File: config.mk
export PLATFORM = sky130hd
export DESIGN_NAME = fbio_params
export DESIGN_NICKNAME = d
export VERILOG_FILES = /design/src/core/fbio_pkg.sv /design/src/core/fbio_params.sv
export SDC_FILE = /design/constraint.sdc
export NUM_CORES = 2
export LEC_CHECK = 0
export BUFFER_PORTS_ARGS = -buffer_cell sky130_fd_sc_hd__buf_2
export CAP_MARGIN = 10
export CORE_AREA = 5 5 513 515
export DETAILED_ROUTE_END_ITERATION = 6
export DIE_AREA = 0 0 518 520
export PLACE_DENSITY = 0.45
export SYNTH_ARGS = -nofsm -noshare
export SYNTH_HDL_FRONTEND = slang
export SYNTH_SLANG_ARGS = --single-unit
File: constraint.sdc
create_clock -name clk -period 5.9 [get_ports clk]
set_input_delay 0.59 -clock clk [delete_from_list [all_inputs] [get_ports clk]]
set_output_delay 0.59 -clock clk [all_outputs]
set_load 0.01 [all_outputs]
File: src/core/fbio_pkg.sv
// Constants for the fieldbus I/O device parameter and process-image block.
// Assumes a 100 MHz system clock and up to eight sensing heads.
package fbio_pkg;
  localparam int unsigned NHEAD = 8;
  localparam int unsigned CLK_HZ = 100_000_000;
  localparam int unsigned BLINK_HZ = 1;
  // Half of the blink period gives equal on and off phases.
  localparam int unsigned BLINK_HALF_CYC = CLK_HZ / (2 * BLINK_HZ);
  localparam int unsigned BLINK_W = 26;
  localparam logic [3:0] SLOT_COMM = 4'h0;
  localparam logic [3:0] SLOT_LAST = 4'h8;
  // Record indices of the communicator slot.
  localparam logic [3:0] RI_UNIT = 4'h0;
  localparam logic [3:0] RI_PERIPH = 4'h1;
  localparam logic [3:0] RI_FAULT = 4'h2;
  localparam logic [3:0] RI_DIAG_EN = 4'h3;
  localparam logic [3:0] RI_AO1_BOT = 4'h4;
  localparam logic [3:0] RI_AO1_TOP = 4'h5;
  localparam logic [3:0] RI_AO2_BOT = 4'h6;
  localparam logic [3:0] RI_AO2_TOP = 4'h7;
  localparam logic [3:0] RI_AO1_HEAD = 4'h8;
  localparam logic [3:0] RI_AO1_TYPE = 4'h9;
  localparam logic [3:0] RI_AO1_MODE = 4'hA;
  localparam logic [3:0] RI_AO2_HEAD = 4'hB;
  localparam logic [3:0] RI_AO2_TYPE = 4'hC;
  localparam logic [3:0] RI_AO2_MODE = 4'hD;
  // Record indices of a head slot; RI_DIAG_EN is shared.
  localparam logic [3:0] RI_HEAD_UNIT = 4'h1;
  localparam logic [15:0] TEMP_MAX = 16'h0BB8;
  localparam logic [11:0] TEMP_BOT_RST = 12'h000;
  localparam logic [11:0] TEMP_TOP_RST = 12'hBB8;
  localparam logic [3:0] HEAD_NUM_MIN = 4'h1;
  localparam logic [3:0] HEAD_NUM_MAX = 4'h8;
  localparam logic SRC_INT = 1'b0;
  localparam logic SRC_OBJ = 1'b1;
  localparam logic UNIT_C = 1'b0;
  localparam logic UNIT_F = 1'b1;
  localparam logic FAULT_ZERO = 1'b0;
  localparam logic FAULT_HOLD = 1'b1;
  // Output one modes.
  localparam logic [2:0] AO1_TCJ = 3'h0;
  localparam logic [2:0] AO1_TCK = 3'h1;
  localparam logic [2:0] AO1_TCR = 3'h2;
  localparam logic [2:0] AO1_TCS = 3'h3;
  localparam logic [2:0] AO1_V5 = 3'h4;
  localparam logic [2:0] AO1_V10 = 3'h5;
  localparam logic [2:0] AO1_OFF = 3'h6;
  // Output two modes.
  localparam logic [2:0] AO2_MA20 = 3'h0;
  localparam logic [2:0] AO2_MA420 = 3'h1;
  localparam logic [2:0] AO2_V5 = 3'h2;
  localparam logic [2:0] AO2_V10 = 3'h3;
  localparam logic [2:0] AO2_OFF = 3'h4;
  typedef enum logic [3:0] {
    ST_OFF = 4'b0001,
    ST_INIT = 4'b0010,
    ST_PARAM = 4'b0100,
    ST_DATA = 4'b1000
  } fbio_state_t;
endpackage : fbio_pkg

File: src/core/fbio_params.sv
// Parameter, status and process-image logic of the fieldbus I/O device.
// Assumes all inputs synchronous to clk; record writes arrive as single-cycle strobes.
// Overview of operation
// - Discover attached heads, build process image.
// - Slot 0 is communicator: trigger, temperature.
// - Slots 1..8 map heads in physical order.
// - Record writes applied before cyclic exchange.
// - Signal readiness, then send cyclic data.
// - Each module has a diagnostics enable.
// - Periphery diagnostics setting gates all reports.
// - Module fault: zero or hold process data.
// - Head setting overrides communicator default.
// - Celsius or Fahrenheit temperature unit select.
// - Reduced variant: only unit and head settings are adjustable.
// - Output scaling endpoints within 0..3000.
// - Output source: head number, internal/object.
// - Output one: J,K,R,S,5V,10V,off.
// - Output two: 20mA,4-20mA,5V,10V,off.
// - LEDs: off, yellow+blink, both on.
// - Communicator input: five bytes, big-endian.
// - Head input: eight bytes, object then internal.
`timescale 1ns/10ps
`default_nettype none
module fbio_params #(
  parameter int unsigned BLINK_HALF_CYC = fbio_pkg::BLINK_HALF_CYC
) (
  input wire logic clk,
  input wire logic reset,
  input wire logic link_up,
  input wire logic din_variant,
  input wire logic [7:0] head_present,
  input wire logic rec_wr,
  input wire logic [3:0] rec_slot,
  input wire logic [3:0] rec_idx,
  input wire logic [15:0] rec_data,
  input wire logic rec_done,
  input wire logic trigger_in,
  input wire logic [31:0] comm_temp,
  input wire logic [7:0][31:0] head_obj_temp,
  input wire logic [7:0][31:0] head_int_temp,
  input wire logic [7:0] head_fault,
  input wire logic comm_diag,
  input wire logic [7:0] head_diag,
  output logic ready_q,
  output logic exchange_q,
  output logic led_yellow_q,
  output logic led_green_q,
  output logic [7:0] slot_valid_q,
  output logic [39:0] pi_comm_q,
  output logic [7:0][63:0] pi_head_q,
  output logic [8:0] diag_out_q,
  output logic unit_q,
  output logic [7:0] slot_unit_q,
  output logic [2:0] ao1_mode_q,
  output logic [2:0] ao2_mode_q,
  output logic [1:0][11:0] ao_bot_q,
  output logic [1:0][11:0] ao_top_q,
  output logic [1:0][3:0] ao_head_q,
  output logic [1:0] ao_type_q,
  output logic [1:0][31:0] ao_value_q
);
  fbio_pkg::fbio_state_t state_q;
  logic din_q;
  logic periph_q;
  logic fault_mode_q;
  logic [8:0] diag_en_q;
  logic [7:0] unit_ovr_q;
  logic [7:0] unit_val_q;
  logic [7:0][2:0] slot_src_q;
  logic [7:0][2:0] src_d;
  logic [7:0] valid_d;
  logic [3:0] cnt;
  logic [fbio_pkg::BLINK_W-1:0] blink_cnt_q;
  logic blink_q;
  logic wr_comm;
  logic wr_cfg;
  logic rng_ok;
  logic head_ok;

  // Writes only count while parameters are awaited, so every setting is settled
  // before the first cyclic frame leaves.
  assign wr_cfg = rec_wr && (state_q == fbio_pkg::ST_PARAM);
  assign wr_comm = wr_cfg && (rec_slot == fbio_pkg::SLOT_COMM);
  assign rng_ok = (rec_data <= fbio_pkg::TEMP_MAX);
  assign head_ok = (rec_data[3:0] >= fbio_pkg::HEAD_NUM_MIN) &&
                   (rec_data[3:0] <= fbio_pkg::HEAD_NUM_MAX) && (rec_data[15:4] == 12'h000);

  always_ff @(posedge clk)
  begin
    if (reset || !link_up)
      state_q <= fbio_pkg::ST_OFF;
    else
    begin
      case (state_q)
        fbio_pkg::ST_OFF: state_q <= fbio_pkg::ST_INIT;
        fbio_pkg::ST_INIT: state_q <= fbio_pkg::ST_PARAM;
        fbio_pkg::ST_PARAM: if (rec_done) state_q <= fbio_pkg::ST_DATA;
        fbio_pkg::ST_DATA: state_q <= fbio_pkg::ST_DATA;
        default: state_q <= fbio_pkg::ST_OFF;
      endcase
    end
  end

  always_ff @(posedge clk)
  begin
    ready_q <= !reset && link_up && (state_q == fbio_pkg::ST_PARAM) && rec_done;
    exchange_q <= !reset && link_up && (state_q == fbio_pkg::ST_DATA);
  end

  // Packs the attached heads into consecutive slots in physical order.
  always_comb
  begin
    cnt = 4'h0;
    src_d = '0;
    valid_d = '0;
    for (int h = 0; h < fbio_pkg::NHEAD; h++)
    begin
      if (head_present[h])
      begin
        src_d[cnt[2:0]] = 3'(h);
        valid_d[cnt[2:0]] = 1'b1;
        cnt = cnt + 4'h1;
      end
    end
  end

  // The strap is caught by the clock at discovery, never by the reset.
  always_ff @(posedge clk)
  begin
    if (reset)
    begin
      slot_valid_q <= '0;
      slot_src_q <= '0;
      din_q <= 1'b0;
    end
    else if (state_q == fbio_pkg::ST_INIT)
    begin
      slot_valid_q <= valid_d;
      slot_src_q <= src_d;
      din_q <= din_variant;
    end
  end

  always_ff @(posedge clk)
  begin
    if (reset)
    begin
      unit_q <= fbio_pkg::UNIT_C;
      periph_q <= 1'b0;
      fault_mode_q <= fbio_pkg::FAULT_ZERO;
    end
    else if (wr_comm && rec_idx == fbio_pkg::RI_UNIT)
      unit_q <= rec_data[0];
    else if (wr_comm && !din_q && rec_idx == fbio_pkg::RI_PERIPH)
      periph_q <= rec_data[0];
    else if (wr_comm && !din_q && rec_idx == fbio_pkg::RI_FAULT)
      fault_mode_q <= rec_data[0];
  end

  always_ff @(posedge clk)
  begin
    if (reset)
    begin
      ao1_mode_q <= fbio_pkg::AO1_OFF;
      ao2_mode_q <= fbio_pkg::AO2_OFF;
    end
    else if (state_q == fbio_pkg::ST_INIT && din_variant)
    begin
      ao1_mode_q <= fbio_pkg::AO1_OFF;
      ao2_mode_q <= fbio_pkg::AO2_OFF;
    end
    else if (wr_comm && !din_q)
    begin
      if (rec_idx == fbio_pkg::RI_AO1_MODE && rec_data <= 16'(fbio_pkg::AO1_OFF))
        ao1_mode_q <= rec_data[2:0];
      if (rec_idx == fbio_pkg::RI_AO2_MODE && rec_data <= 16'(fbio_pkg::AO2_OFF))
        ao2_mode_q <= rec_data[2:0];
    end
  end

  // Per-output scaling and source settings; out-of-range values are dropped.
  for (genvar i = 0; i < 2; i++)
  begin : g_ao
    localparam logic [3:0] IB = i ? fbio_pkg::RI_AO2_BOT : fbio_pkg::RI_AO1_BOT;
    localparam logic [3:0] IT = i ? fbio_pkg::RI_AO2_TOP : fbio_pkg::RI_AO1_TOP;
    localparam logic [3:0] IH = i ? fbio_pkg::RI_AO2_HEAD : fbio_pkg::RI_AO1_HEAD;
    localparam logic [3:0] IY = i ? fbio_pkg::RI_AO2_TYPE : fbio_pkg::RI_AO1_TYPE;
    logic [2:0] hx;
    assign hx = 3'(ao_head_q[i] - fbio_pkg::HEAD_NUM_MIN);
    always_ff @(posedge clk)
    begin
      if (reset)
      begin
        ao_bot_q[i] <= fbio_pkg::TEMP_BOT_RST;
        ao_top_q[i] <= fbio_pkg::TEMP_TOP_RST;
        ao_head_q[i] <= fbio_pkg::HEAD_NUM_MIN;
        ao_type_q[i] <= fbio_pkg::SRC_OBJ;
      end
      else if (wr_comm && !din_q)
      begin
        if (rec_idx == IB && rng_ok)
          ao_bot_q[i] <= rec_data[11:0];
        if (rec_idx == IT && rng_ok)
          ao_top_q[i] <= rec_data[11:0];
        if (rec_idx == IH && head_ok)
          ao_head_q[i] <= rec_data[3:0];
        if (rec_idx == IY)
          ao_type_q[i] <= rec_data[0];
      end
    end
    always_ff @(posedge clk)
    begin
      if (reset)
        ao_value_q[i] <= '0;
      else if (!slot_valid_q[hx])
        ao_value_q[i] <= '0;
      else if (ao_type_q[i] == fbio_pkg::SRC_OBJ)
        ao_value_q[i] <= pi_head_q[hx][63:32];
      else
        ao_value_q[i] <= pi_head_q[hx][31:0];
    end
  end

  always_ff @(posedge clk)
  begin
    if (reset)
      diag_en_q <= '0;
    else if (wr_cfg && rec_idx == fbio_pkg::RI_DIAG_EN && rec_slot <= fbio_pkg::SLOT_LAST)
      if (rec_slot != fbio_pkg::SLOT_COMM || !din_q)
        diag_en_q[rec_slot] <= rec_data[0];
  end

  always_ff @(posedge clk)
  begin
    if (reset || state_q != fbio_pkg::ST_DATA)
      pi_comm_q <= '0;
    else
      pi_comm_q <= {7'h00, trigger_in, comm_temp};
    diag_out_q[0] <= !reset && periph_q && diag_en_q[0] && comm_diag;
  end

  // One slot per attached head: process data, fault reaction, unit and diagnostics.
  for (genvar s = 0; s < fbio_pkg::NHEAD; s++)
  begin : g_slot
    logic [2:0] h;
    assign h = slot_src_q[s];
    always_ff @(posedge clk)
    begin
      if (reset)
        pi_head_q[s] <= '0;
      else if (state_q != fbio_pkg::ST_DATA || !slot_valid_q[s])
        pi_head_q[s] <= '0;
      else if (head_fault[h])
      begin
        if (fault_mode_q == fbio_pkg::FAULT_ZERO)
          pi_head_q[s] <= '0;
      end
      else
        pi_head_q[s] <= {head_obj_temp[h], head_int_temp[h]};
    end
    always_ff @(posedge clk)
    begin
      if (reset)
      begin
        unit_ovr_q[s] <= 1'b0;
        unit_val_q[s] <= fbio_pkg::UNIT_C;
      end
      else if (wr_cfg && rec_slot == 4'(s + 1) && rec_idx == fbio_pkg::RI_HEAD_UNIT)
      begin
        unit_ovr_q[s] <= rec_data[1];
        unit_val_q[s] <= rec_data[0];
      end
    end
    always_ff @(posedge clk)
    begin
      if (reset)
      begin
        slot_unit_q[s] <= fbio_pkg::UNIT_C;
        diag_out_q[s + 1] <= 1'b0;
      end
      else
      begin
        slot_unit_q[s] <= unit_ovr_q[s] ? unit_val_q[s] : unit_q;
        diag_out_q[s + 1] <= periph_q && diag_en_q[s + 1] && slot_valid_q[s] &&
                             head_diag[h];
      end
    end
  end

  // Blink counter runs only while configuration is awaited; each phase has the same length.
  always_ff @(posedge clk)
  begin
    if (reset || state_q == fbio_pkg::ST_OFF || state_q == fbio_pkg::ST_DATA)
    begin
      blink_cnt_q <= '0;
      blink_q <= 1'b0;
    end
    else if (blink_cnt_q == fbio_pkg::BLINK_W'(BLINK_HALF_CYC - 1))
    begin
      blink_cnt_q <= '0;
      blink_q <= !blink_q;
    end
    else
      blink_cnt_q <= blink_cnt_q + 1'b1;
  end

  always_ff @(posedge clk)
  begin
    if (reset)
    begin
      led_yellow_q <= 1'b0;
      led_green_q <= 1'b0;
    end
    else
    begin
      led_yellow_q <= (state_q != fbio_pkg::ST_OFF);
      led_green_q <= (state_q == fbio_pkg::ST_DATA) || blink_q;
    end
  end
endmodule : fbio_params
`default_nettype wire

======== Yosys cells after proc, flatten, opt, wreduce, memory -nomap -nowiden ========
Index checks and enable logic that the tools add are counted.
storage, ports and cells
  register bits after elaboration ......... 793
  input bits .............................. 600
  word-level logic and storage cells ...... 456
cells by class
  mux-type cells .......................... 146
  order comparisons ....................... 32
  bitwise logic cells ..................... 27
  equal/unequal tests ..................... 37
  add/sub/neg operators ................... 9
  reductions and logical operators ........ 129
operators by type and width
  cell                   count
  $bmux 32 s3            16
  $mux 64                11
  $mux 32                18
  $bmux 64 s3            2
  $mux 24                6
  $logic_and 1x1->1      74
  $lt 3x4->1 const B     17
  $or 8x8->8             8
  $demux 3 s3            7
  $mux 8                 7
  $bmux 1 s3             18
  $or 16x16->16          3
  $mux 3                 13
  $eq 4x3->1 const B     9
  $mux 1                 36
  $eq 4x4->1 const B     8
  $le 16x3->1 const B    2
  $not 16->16            2
  $add 26x1->26 const B  1
  $eq 26x26->1 const B   1
  $and 8x8->8            3
  $not 8->8              3
  $or 24x24->24          1
  $reduce_and 2->1       12
  other kinds (30)       102

======== Longest topological paths before layout ========
  depth after elaboration ................. 20
  gate-level depth with buffers ........... 25
  mapped depth without buffers ............ 23

======== Least setup slack after synthesis ========
OpenSTA, ideal clock, no wires.
  kind .................................... in2reg
  start ................................... input head_present[2]
  end ..................................... register slot_valid_q[0]
  data required time ...................... 5.753 ns
  setup time .............................. 0.147 ns
  arrival ................................. 4.939 ns
  stages .................................. 24
  path slack .............................. 0.814 ns
  path through ............................ buf_2 -> inv_1 -> fa_1 -> buf_2 -> inv_1 -> and3_1 -> nor3b_1 -> nor2_1 -> ha_1 -> inv_1 -> a22o_1 -> or2_2 -> inv_1 -> ha_1 -> nand2_1 -> o21a_1 -> inv_1 -> ha_1 -> nand2_1 -> xor2_1 -> xnor2_2 -> and2_1 -> a221oi_1 -> a41oi_1
between the ends
  longest elaborated chain between the ends .. 15
ends and longest elaborated chain
  item                                                                   line                                    source
  start: declaration                                                     fbio_params.sv:31                       input wire logic [7:0] head_present,
  $mux 3                                                                 fbio_params.sv:118                      if (head_present[h])
  $add 3x1->3, or another cell as far along                              fbio_params.sv:122                      cnt = cnt + 4'h1;
  $mux 3 / $logic_and 1x1->1 (equally long branches)                     fbio_params.sv:118, fbio_params.sv:121
  $add 3x1->3, or another cell as far along                              fbio_params.sv:122
  $mux 3, or another cell as far along                                   fbio_params.sv:118
  $add 3x1->3, or another cell as far along                              fbio_params.sv:122
  $mux 3, or another cell as far along                                   fbio_params.sv:118
  $add 3x1->3, or another cell as far along                              fbio_params.sv:122
  $mux 3, or another cell as far along                                   fbio_params.sv:118
  $lt 3x4->1 (not written as such), or another cell as far along         fbio_params.sv:121                      valid_d[cnt[2:0]] = 1'b1;
  $logic_and 1x1->1 (not written as such), or another cell as far along  fbio_params.sv:121
  $mux 1 (not written as such) / $or 8x8->8 (equally long branches)      -
  $demux 1 s3 / $mux 8 (equally long branches)                           fbio_params.sv:121, fbio_params.sv:118
  $or 8x8->8 (no line)                                                   -
  $mux 8 *                                                               fbio_params.sv:118
  end signal: assignment                                                 fbio_params.sv:138                      slot_valid_q <= valid_d;
  end: declaration                                                       fbio_params.sv:48                       output logic [7:0] slot_valid_q,
Mark *: on every way between the ends. The rest lies on a longest branch, timed or not.
A chain may end at the register's enable or synchronous reset.

======== Worst setup path in the final report ========
  start ................................... input head_present[0]
  end ..................................... register slot_src_q (netlist bit g_slot[2].h[2])
between the ends
  longest elaborated chain between the ends .. 20
ends and longest elaborated chain
  item                                                                 line                source
  $mux 1 *                                                             fbio_params.sv:118
  $add 1x1->2                                                          fbio_params.sv:122
  $mux 3 *                                                             fbio_params.sv:118
  parallel branches: the longest is 16 deep, another holds $lt 3x4->1  -
  $mux 24 *                                                            fbio_params.sv:118
  end signal: assignment                                               fbio_params.sv:139  slot_src_q <= src_d;
  end: declaration                                                     fbio_params.sv:69   logic [7:0][2:0] slot_src_q;
Every way passes the cells marked *.

==> results.toml <==
[flow_run]
drv_cap = 0

[yosys]
synth-seq-cells = 786
synth_top_cell_area_share = 0.4650
synth_area_leaders = "mux4_2 46%, dfxtp_1 24%, mux2i_1 9.1%"
syn-instance-count = 5702
synth_area_per_cell_sq_um = 11.72
synthFlopType = "dfxtp_1"
synthesis.area_sq_um = 66850
synth_edf_count = 0
ys_types = 73
synthArstFlopShare = 0
yosysSeqAreaShare = 0.2354
yosysWarnings = 0
yosysTopAreaCell = "mux4_2"

[die]
die_x_um = 518
start_util = 0.2588
coreArea_sq_um = 258300
dieArea_sq_um = 269400
io_pins = 1310
dieHeight_um = 520
rows = 187

[finish]
final_cell_mix = "1380 x mux4_2, 1301 x buf_2, 1183 x nor2_1"
drive_gt1_frac = 0.4536
register_area_sq_um = 15840
multi_input_area_sq_um = 48670
mostFrequentLayoutCell = "mux4_2"
syn2layout_area_growth_pct = 20.59
n_fill_cell = 26649
final_nets = 7215

[sta]
fin_crit_ns = 4.480
worst_slew_pin_slew_ns = 1.309
tns_ns = 0
slew_headroom = 0.1148
drv_slew = 0
timing.fmax_ghz = 0.2232
finalSetupViolCount = 0
skew_ns = 0.06128
period_share = 0.7593
rsz0062_at_grt = "false"
finalHoldViolCount = 0

[clock_network]
clkSinkCount = 786
clk_pin_slew_ns = 0.06
cts_htree_levels = 3
clkLatencyLatePin_ns = 0.79
cts-root-buf = "clkbuf_16"
numCtsBuffers = 106
postCtsSetupBuffers = 0
cts_tree = "yes"
clock_path_buffers = 3

[power]
p_total_mw = 15.43
power_density_nw_per_um2 = 191.4
peakVddDrop_mv = 0.2358
leakage_nw = 27.54

[route]
wl_per_cell_um = 44.51
drc = 0
firstDrtPassIters = 7
viasPerCell = 6.323
antenna_left = 0
vias = 64242
wirelength_um = 452200
drt_iter0_markers = 9792

[placement]
portBuffers = 1302
place.gp.congestion = 0.9336
dpl.hpwl_um = 341100

[critical_path]
arrival_ns = 5.11
slowest_stage = "fa_1"
max_stage_delay_ns = 0.52
path_class = "in2reg"
cpMostUsedCell = "inv_1"
startpoint_type = "input pin"
reg2reg_slack_ns = 2.03
path_max_fanout = 6
cp-end-kind = "register"
cp_top_family = "adder cells"
cp_num_buf_inv = 9
worstPathRequired_ns = 6.53

[global_routing]
grt_max_degree = 147
grt_usage = 0.3230
grt_overflow = 0
antenna_found_initial = 174
grt_pass1_wl_um = 596000
grt_pass1_vias = 60533

[status]
run_status = "complete, no violations"

[worst_hold_path]
hp-class = "in2reg"
timing repair:
item / in CTS / in global routing
gates resized for setup: 0 / 0
setup endpoints to repair: 0 / 0
hold buffers: 30 / 0
endpoints found under the hold margin: 30 / 0
final timing paths:
path                                           startpoint  cells past startpoint                     endpoint
worst max-delay path                      head_present[0]                     27  g_slot[2].h[2]$_SDFFE_PP0P_
worst min-delay path                         comm_temp[8]                      2      pi_comm_q[8]$_SDFF_PP0_
worst max register to register    state_q[3]$_SDFFE_PP0P_                      5   pi_head_q[38]$_SDFFE_PP0P_
worst min register to register  blink_cnt_q[0]$_SDFF_PP0_                      1    blink_cnt_q[0]$_SDFF_PP0_
registers in the layout, summed over array words and instances (netlist names), 2 cells and up:
| signal | cells |
|---|---|
| ao_value_q | 64 |
| unit_val_q | 8 |
| pi_comm_q | 33 |
| ao_top_q | 24 |
| g_slot.h | 24 |
| diag_out_q | 9 |
| unit_ovr_q | 8 |
| slot_unit_q | 8 |
| ao_head_q | 8 |
| ao2_mode_q | 3 |
| slot_valid_q | 8 |
| ao_bot_q | 24 |
| diag_en_q | 9 |
| blink_cnt_q | 26 |
| ao1_mode_q | 3 |
| pi_head_q | 512 |
| ao_type_q | 2 |
| state_q | 4 |
area by class of cell:
class	instances	share of cell area
clock inverters	44	0.006426
clock buffers	149	0.03690
repair buffers	1449	0.1005
inverters	20	0.0009313
multi-input cells	4239	0.6038
flip-flops and latches	786	0.1965
diodes	71	0.002204
well taps	3402	0.05281
cell usage after synthesis, drive strengths merged (7+ instances only):
master / instances
xor2: 19
inv: 20
a211oi: 19
a31oi: 517
dfxtp: 786
and3: 12
buf: 223
nand4: 11
mux4: 1380
nor2b: 77
nor2: 1186
and2: 42
a21oi: 22
nand3: 36
nand2b: 14
nor3: 34
mux2i: 611
ha: 12
xnor2: 23
o21ai: 19
nor4b: 7
nand2: 104
clkbuf: 440
mux2: 9
worst register-to-register path: stages (launching register included):
cell and delay, ns:
dfxtp_1 0.56, nor4b_1 0.51, and2_2 0.96, nand2_4 0.66
buf_4 0.71, nor2_1 0.40
through the flow:
step                      hold slack (ns)  cells    util  setup WS, ns  instance area (sq um)
after detailed placement           0.4334   9866  0.2967        0.7452                  76640
final                             0.07858  10160  0.3121         1.420                  80610
after global routing              0.02362  10121  0.3117         1.159                  80510
after CTS                       0.0004736  10089  0.3114         1.517                  80430
after floorplan                    0.4093   5708       -        0.8139                  66870
after global placement             0.4266   9866  0.2967        0.6681                  76640
report_power, final:
part	switching (mW)	internal (mW)	total [mW]
clock	2.88	3.83	6.71
combinational	1.87	1.46	3.33
sequential	0.0806	5.31	5.39
total	4.84	10.6	15.4
logic make-up (layout without fill, tap and decap cells):
group,Yosys count,after routing,share of synthesized area
AO/OA/AOI/OAI,621,621,0.05934
adder cells (fa/ha/maj),13,13,0.002546
XOR/XNOR,45,45,0.006663
AND/OR/NAND/NOR,1553,1553,0.09739
other,1,78,0.00005610
flip-flops,786,786,0.2354
buffers and inverters,683,1662,0.04065
multiplexers,2000,2000,0.5580
metal layers:
| metal | vias to the layer above | global-route usage | wire, um |
|---|---|---|---|
| met5 | - | 0 | 611 |
| met4 | 94 | 0.1469 | 25700 |
| met3 | 881 | 0.1302 | 59640 |
| met2 | 4866 | 0.4905 | 198400 |
| met1 | 33662 | 0.4031 | 167900 |
| li1 | 24739 | - | - |
Note: power is estimated with default switching activity, not from simulation.
